[config.mk]
export PLATFORM = sky130hd
export DESIGN_NAME = cic_identity_regs
export DESIGN_NICKNAME = d
export VERILOG_FILES = /design/src/cic_pkg.sv /design/src/cic_value_latch.sv /design/src/cic_identity_regs.sv
export SDC_FILE = /design/constraint.sdc
export NUM_CORES = 1
export LEC_CHECK = 0
export BUFFER_PORTS_ARGS = -buffer_cell sky130_fd_sc_hd__buf_2
export CAP_MARGIN = 40
export CORE_AREA = 4 4 50 52
export CTS_BUF_LIST = sky130_fd_sc_hd__clkbuf_16
export DETAILED_ROUTE_END_ITERATION = 12
export DIE_AREA = 0 0 54 56
export PLACE_DENSITY = 0.72
export SYNTH_ARGS = -nofsm -noshare
export SYNTH_HDL_FRONTEND = slang
export SYNTH_SLANG_ARGS = --single-unit
[constraint.sdc]
create_clock -name sys_clk -period 0.8 [get_ports sys_clk]
set_input_delay 0.16 -clock sys_clk [delete_from_list [all_inputs] [get_ports sys_clk]]
set_output_delay 0.16 -clock sys_clk [all_outputs]
set_load 0.1 [all_outputs]
[src/cic_pkg.sv]
// constants for the core identity and capability register bank
// assumes a core-side special-register port: address, read/write strobes, mode flag
package cic_pkg;
  // special-register indices of the bank
  localparam logic [15:0] ADDR_LEGACY_ID = 16'h0000;
  localparam logic [15:0] ADDR_UNIT_PRESENCE = 16'h0001;
  localparam logic [15:0] ADDR_CORE_CAP = 16'h0002;
  // legacy identity field positions
  localparam int STEP_LSB = 0;
  localparam int STEP_W = 6;
  localparam int NEWER_ID_BIT = 6;
  localparam int TEMPLATE_LSB = 16;
  localparam int FAMILY_LSB = 24;
  localparam logic [7:0] TEMPLATE_LIMIT = 8'h32;
  // legal family range; both ends are arbitrary
  localparam logic [7:0] FAMILY_MIN = 8'h20;
  localparam logic [7:0] FAMILY_MAX = 8'h2F;
  // unit presence bit positions
  localparam int UP_SELF = 0;
  localparam int UP_DCACHE = 1;
  localparam int UP_ICACHE = 2;
  localparam int UP_DXLAT = 3;
  localparam int UP_IXLAT = 4;
  localparam int UP_MAC = 5;
  localparam int UP_DEBUG = 6;
  localparam int UP_PERF = 7;
  localparam int UP_POWER = 8;
  localparam int UP_IRQ = 9;
  localparam int UP_TICK = 10;
  localparam int UP_CUSTOM_LSB = 24;
  // core capability bit positions
  localparam int CC_SHADOW_LSB = 0;
  localparam int CC_REDUCED_RF = 4;
  localparam int CC_BRANCH_SKIP = 10;
  localparam int CC_ARCH_REL = 11;
  localparam int CC_VEC_BASE = 12;
  localparam int CC_VENDOR = 13;
  localparam int CC_ARITH_EXC = 14;
  localparam logic [31:0] RESET_VALUE = 32'h0000_0000;
  typedef enum logic [1:0] {SEL_NONE, SEL_ID, SEL_UNIT, SEL_CAP} cic_sel_t;
endpackage

[src/cic_value_latch.sv]
// one read-only word held in flip-flops, loaded with its fixed value
// assumes value is a constant tied by the parent
`timescale 1ns/10ps
`default_nettype none
module cic_value_latch
(
  input wire logic sys_clk,
  input wire logic arst_n,
  input wire logic [31:0] value,
  output logic [31:0] word
);
  logic [31:0] word_reg;
  logic [31:0] word_next;

  // value is loaded after reset release, never under the asynchronous reset
  always_comb
  begin
    word_next = value;
  end

  always_ff @(posedge sys_clk or negedge arst_n)
  begin
    if (!arst_n)
      word_reg <= cic_pkg::RESET_VALUE;
    else
      word_reg <= word_next;
  end

  assign word = word_reg;
endmodule
`default_nettype wire

[src/cic_identity_regs.sv]
// identity, unit presence and core capability registers of the core
// assumes a core pipeline that issues special-register moves with a supervisor flag
`timescale 1ns/10ps
`default_nettype none
module cic_identity_regs
#(
  parameter logic [7:0] FAMILY_CODE = 8'h20, // arbitrary
  parameter logic [5:0] STEPPING = 6'h01, // arbitrary, bump per revision
  parameter logic [7:0] TEMPLATE = 8'h00,
  parameter bit HAS_CONFIG_REGS = 1'b1,
  parameter bit NEWER_ID = 1'b1,
  parameter logic [10:1] UNITS = 10'h000,
  parameter logic [7:0] CUSTOM_UNITS = 8'h00,
  parameter logic [3:0] SHADOW_FILES = 4'h0,
  parameter int GPR_COUNT = 32,
  parameter bit BRANCH_SKIP = 1'b0,
  parameter bit ARCH_REL_REG = 1'b1,
  parameter bit VEC_BASE_REG = 1'b0,
  parameter bit VENDOR_REGS = 1'b0,
  parameter bit ARITH_EXC_REGS = 1'b0
)
(
  input wire logic sys_clk,
  input wire logic arst_n,
  input wire logic [15:0] sprAddr,
  input wire logic sprRead,
  input wire logic sprWrite,
  input wire logic [31:0] sprWdata,
  input wire logic supervisorMode,
  output logic [31:0] sprRdata,
  output logic sprHit,
  output logic sprDenied
);
  logic [31:0] idValue;
  logic [31:0] unitValue;
  logic [31:0] capValue;
  logic [31:0] idWord;
  logic [31:0] unitWord;
  logic [31:0] capWord;
  logic [31:0] rdata_reg;
  logic [31:0] rdata_next;
  cic_pkg::cic_sel_t sel;

  function automatic cic_pkg::cic_sel_t decode(input logic [15:0] a);
    if (a == cic_pkg::ADDR_LEGACY_ID)
      decode = cic_pkg::SEL_ID;
    else if (a == cic_pkg::ADDR_UNIT_PRESENCE)
      decode = cic_pkg::SEL_UNIT;
    else if (a == cic_pkg::ADDR_CORE_CAP)
      decode = cic_pkg::SEL_CAP;
    else
      decode = cic_pkg::SEL_NONE;
  endfunction

  // template forced onto the correct side of 50 so a bad parameter cannot lie
  function automatic logic [7:0] fixTemplate(input logic [7:0] t, input bit cfg);
    if (cfg && t >= cic_pkg::TEMPLATE_LIMIT)
      fixTemplate = cic_pkg::TEMPLATE_LIMIT - 8'h01;
    else if (!cfg && t < cic_pkg::TEMPLATE_LIMIT)
      fixTemplate = cic_pkg::TEMPLATE_LIMIT;
    else
      fixTemplate = t;
  endfunction

  function automatic logic [7:0] fixFamily(input logic [7:0] f);
    if (f < cic_pkg::FAMILY_MIN)
      fixFamily = cic_pkg::FAMILY_MIN;
    else if (f > cic_pkg::FAMILY_MAX)
      fixFamily = cic_pkg::FAMILY_MAX;
    else
      fixFamily = f;
  endfunction

  always_comb
  begin
    idValue = 32'h0000_0000; // reserved bits read zero
    idValue[cic_pkg::STEP_LSB +: cic_pkg::STEP_W] = STEPPING;
    idValue[cic_pkg::NEWER_ID_BIT] = NEWER_ID;
    idValue[cic_pkg::TEMPLATE_LSB +: 8] = fixTemplate(TEMPLATE, HAS_CONFIG_REGS);
    idValue[cic_pkg::FAMILY_LSB +: 8] = fixFamily(FAMILY_CODE);
  end

  always_comb
  begin
    unitValue = 32'h0000_0000;
    unitValue[cic_pkg::UP_SELF] = 1'b1;
    unitValue[cic_pkg::UP_TICK:cic_pkg::UP_DCACHE] = UNITS;
    unitValue[cic_pkg::UP_CUSTOM_LSB +: 8] = CUSTOM_UNITS;
  end

  always_comb
  begin
    capValue = 32'h0000_0000;
    capValue[cic_pkg::CC_SHADOW_LSB +: 4] = SHADOW_FILES;
    capValue[cic_pkg::CC_REDUCED_RF] = (GPR_COUNT < 32);
    capValue[cic_pkg::CC_BRANCH_SKIP] = BRANCH_SKIP;
    capValue[cic_pkg::CC_ARCH_REL] = ARCH_REL_REG;
    capValue[cic_pkg::CC_VEC_BASE] = VEC_BASE_REG;
    capValue[cic_pkg::CC_VENDOR] = VENDOR_REGS;
    capValue[cic_pkg::CC_ARITH_EXC] = ARITH_EXC_REGS;
  end

  cic_value_latch u_id
  (
    .sys_clk(sys_clk),
    .arst_n(arst_n),
    .value(idValue),
    .word(idWord)
  );

  cic_value_latch u_unit
  (
    .sys_clk(sys_clk),
    .arst_n(arst_n),
    .value(unitValue),
    .word(unitWord)
  );

  cic_value_latch u_cap
  (
    .sys_clk(sys_clk),
    .arst_n(arst_n),
    .value(capValue),
    .word(capWord)
  );

  assign sel = decode(sprAddr);
  // write data is accepted and dropped; nothing here stores it
  assign sprHit = (sel != cic_pkg::SEL_NONE) && (sprRead || sprWrite);
  assign sprDenied = sprHit && !supervisorMode;

  always_comb
  begin
    rdata_next = 32'h0000_0000;
    if (sprRead && supervisorMode)
    begin
      case (sel)
        cic_pkg::SEL_ID: rdata_next = idWord;
        cic_pkg::SEL_UNIT: rdata_next = unitWord;
        cic_pkg::SEL_CAP: rdata_next = capWord;
        default: rdata_next = 32'h0000_0000;
      endcase
    end
  end

  always_ff @(posedge sys_clk or negedge arst_n)
  begin
    if (!arst_n)
      rdata_reg <= cic_pkg::RESET_VALUE;
    else
      rdata_reg <= rdata_next;
  end

  assign sprRdata = rdata_reg;

  logic unused;
  assign unused = ^sprWdata;

  property p_user_read_zero;
    @(posedge sys_clk) disable iff (!arst_n)
    (sprRead && !supervisorMode) |=> (sprRdata == 32'h0000_0000);
  endproperty
  a_user_read_zero: assert property (p_user_read_zero) else $error("user read leaked data");

  property p_denied;
    @(posedge sys_clk) disable iff (!arst_n)
    sprDenied |-> (sprHit && !supervisorMode);
  endproperty
  a_denied: assert property (p_denied) else $error("denied flag wrong");

  property p_id_read;
    @(posedge sys_clk) disable iff (!arst_n)
    (sprRead && supervisorMode && sel == cic_pkg::SEL_ID && $past(arst_n))
      |=> (sprRdata[15:7] == 9'h000) && (sprRdata[23:16] == $past(idWord[23:16]))
        && (sprRdata[cic_pkg::NEWER_ID_BIT] == NEWER_ID)
        && (sprRdata[5:0] == STEPPING);
  endproperty
  a_id_read: assert property (p_id_read) else $error("identity read wrong");

  property p_template;
    @(posedge sys_clk) disable iff (!arst_n)
    $past(arst_n) |-> ((idWord[23:16] < cic_pkg::TEMPLATE_LIMIT) == HAS_CONFIG_REGS);
  endproperty
  a_template: assert property (p_template) else $error("template range wrong");

  property p_family;
    @(posedge sys_clk) disable iff (!arst_n)
    $past(arst_n) |-> (idWord[31:24] >= cic_pkg::FAMILY_MIN && idWord[31:24] <= cic_pkg::FAMILY_MAX);
  endproperty
  a_family: assert property (p_family) else $error("family code out of range");

  property p_unit_reserved;
    @(posedge sys_clk) disable iff (!arst_n)
    $past(arst_n) |-> (unitWord[23:11] == 13'h0000) && unitWord[0];
  endproperty
  a_unit_reserved: assert property (p_unit_reserved) else $error("presence word wrong");

  property p_reduced_rf;
    @(posedge sys_clk) disable iff (!arst_n)
    $past(arst_n) |-> (capWord[4] == (GPR_COUNT < 32));
  endproperty
  a_reduced_rf: assert property (p_reduced_rf) else $error("register file flag wrong");

  property p_write_no_effect;
    @(posedge sys_clk) disable iff (!arst_n)
    ($past(arst_n) && sprWrite) |=> $stable(idWord) && $stable(unitWord) && $stable(capWord);
  endproperty
  a_write_no_effect: assert property (p_write_no_effect) else $error("write changed a word");

  c_id_read: cover property (@(posedge sys_clk) disable iff (!arst_n)
    sprRead && supervisorMode && sel == cic_pkg::SEL_ID);
  c_cap_read: cover property (@(posedge sys_clk) disable iff (!arst_n)
    sprRead && supervisorMode && sel == cic_pkg::SEL_CAP);
  c_denied: cover property (@(posedge sys_clk) disable iff (!arst_n) sprDenied);
endmodule
`default_nettype wire

==> out/metrics.yaml <==
run_status:
  outcome: "finished, violations left"
  violations: "negative setup slack"
route:
  wl_per_cell_microns: 10.9
  finalWirelength_microns: 1210
  drt_first_iter_violations: 1
  vias_per_cell: 3.47
  drt_pre_antenna_iters: 3
  vias: 385
  detail-route-antenna-nets: 0
  drc: 0
final_layout:
  fin_nets: 137
  largest_register_ffs: 3
  multiInputGateArea_sq_um: 295
  mostFrequentLayoutCells: "29 x conb_1, 16 x buf_2, 7 x buf_6, 6 x buf_12, 4 x nor4_4"
  seq_area_sq_um: 111
  syn2layout_area_growth_pct: 93.9
  layoutNonFillerInstCount: 111
  mostFrequentLayoutCell: "conb_1"
  drive_gt1_share_pct: 57.8
  nFillCells: 214
  final_util_pct: 39.5
  diodes: 0
  finalInstanceArea_sq_um: 832
setup_path:
  crit_chain: "buf_6 -> nor4_4 -> nand3_2 -> buf_6 -> nor2_4 -> buf_12"
  cp_max_fo: 2
  worstPathArrival_ns: 1.11
  crit_type: "input port to output port"
  cp_top_family: "simple AND/OR/NAND/NOR gates"
  cp_common_cell: "buf_6"
  slowest_delay_ns: 0.27
  crit_required_ns: 0.64
  slowest_stage: "nor4_4"
  start_kind: "input port"
  cp-end-kind: "output port"
  rrSetupSlack_ns: -0.31
  critical_path_buf_inv_count: 3
power:
  pwr_density_cell_nw_per_um2: 2050
  p_int_w: 0.000924
  p_sw_w: 0.000782
  clkPwrFrac_pct: 46.5
  ir_worst_vdd_mv: 0.791
  p_comb_share_pct: 41.3
  p_leak_nw: 0.400
  swShare_pct: 45.8
  p_seq_share_pct: 12.1
floorplan:
  dieArea_sq_um: 3020
  io_pins: 87
  die_h_microns: 56
  core-area_sq_um: 2110
  start_util_pct: 20.4
  die_w_microns: 54
  rows: 17
sta:
  grt_setup_unrepaired: "yes"
  setup_ws_ns: -0.466
  final-hold-violation-count: 0
  finalSetupViolCount: 9
  fin_crit_sh_pct: 158
  maxSlewViolCount: 0
  tns_ns: -2.76
  skew_ns: 0.00244
  min_period_ns: 1.27
  fmax_ghz: 0.790
global_routing:
  grt_pass1_vias: 376
  antenna_found_initial: 0
  grt_pass1_wl_microns: 1590
  track_usage_pct: 7.74
  grt.overflow.total: 0
  grt_max_degree: 5
yosys:
  synth_seq_cells: 4
  yosys_warnings: 0
  syn_area_sq_um: 429
  syn_avg_cell_area_sq_um: 8.94
  ys_seq_area_share_pct: 23.3
  yosysUniqueCellTypes: 12
  synth_cells: 48
clock_network:
  htreeDepth: 1
  clk_path_buf_depth: 2
  root_buffer: "clkbuf_16"
  cts_buffers: 3
  insertion_delay_ns: 0.23
  path_clk_slew_ns: 0.03
  cts_tree: "yes"
  cts_num_sinks: 4
placed_design:
  gp_congestion: 0.672
  dp.final_hpwl_microns: 895
  place_inst: 105
  io_buffer_count: 26
  dpl_cell_area_sq_um: 662
min_path:
  hold_class: "input port to flop"
run:
  drv_cap: 0
## stage by stage
step           hold WS, ns  power, W  setup slack [ns]
6_report             0.243   0.00171            -0.466
5_1_grt              0.260   0.00175            -0.554
4_1_cts              0.208   0.00170            -0.477
3_5_place_dp       -0.0313  0.000883            -0.554
3_3_place_gp       -0.0332  0.000881            -0.503
2_1_floorplan       -0.136  0.000904            -0.817
## cells by family (layout without fill, tap and decap cells)
kind of cell	after synthesis	count (layout)	share of synthesized area [%]
simple gates	12	12	22.5
compound gates	1	1	1.75
buf+inv	29	37	50.7
flops	4	4	23.3
other cells	2	29	1.75
## Yosys cell counts (all sizes together)
cell / n / area [sq um]
buf: 29 / 218
dfrtp: 4 / 100
nor4: 4 / 43.8
conb: 2 / 7.51
nor2: 2 / 7.51
nor3: 2 / 10.0
nand2: 1 / 3.75
nand3: 1 / 10.0
nand4: 1 / 6.26
nor4b: 1 / 15.0
o211ai: 1 / 7.51
## routing by layer
layer | global-route usage (%) | vias to the layer above | share of wire (%)
li1 | - | 171 | -
met3 | 3.22 | 3 | 16
met2 | 13.3 | 37 | 55
met1 | 6.95 | 174 | 27
met4 | 5.34 | 0 | 2.4
met5 | 0 | - | 0
## power by group through the flow
stage / combinational (W) / sequential, W / clock (W)
final: 0.000706 / 0.000207 / 0.000794
after detailed placement: 0.000674 / 0.000210 / 0
after global routing: 0.000724 / 0.000207 / 0.000816
after global placement: 0.000672 / 0.000210 / 0
after floorplan: 0.000694 / 0.000209 / 0
after CTS: 0.000695 / 0.000207 / 0.000800
## worst register-to-register path, delay by kind of cell, from the launching register on
kind / cells / cell delay (ns)
flip-flops: 1 / 0.32
AND/OR/NAND/NOR: 2 / 0.68
## cell type report
class	instances	area share [%]
multi-input combinational	42	35.5
sequential	4	13.4
clock buffer	3	9.02
tap	28	4.21
timing repair buffer	33	37.4
clock inverter	1	0.451
## worst paths after layout
check                                         startpoint                endpoint  cells after the start
worst max-delay path                          sprAddr[9]                  sprHit                      6
worst min-delay path                          sprAddr[1]   sprRdata[0]$_DFF_PN0_                      3
worst max register to register  u_cap.word[11]$_DFF_PN0_  sprRdata[11]$_DFF_PN0_                      2
worst min register to register  u_cap.word[11]$_DFF_PN0_   sprRdata[0]$_DFF_PN0_                      2
max in group asynchronous                         arst_n  sprRdata[11]$_DFF_PN0_                      2
min in group asynchronous                         arst_n   sprRdata[0]$_DFF_PN0_                      2
## repair_timing
| action | CTS | global route |
|---|---|---|
| endpoints found under the hold margin | 4 | 0 |
| gates resized for setup | 9 | 4 |
| setup buffers | 1 | 0 |
| pin swaps | 5 | 0 |
| hold buffers | 1 | 0 |
| setup endpoints to repair | 9 | 9 |
(Power assumes the default switching activity.)
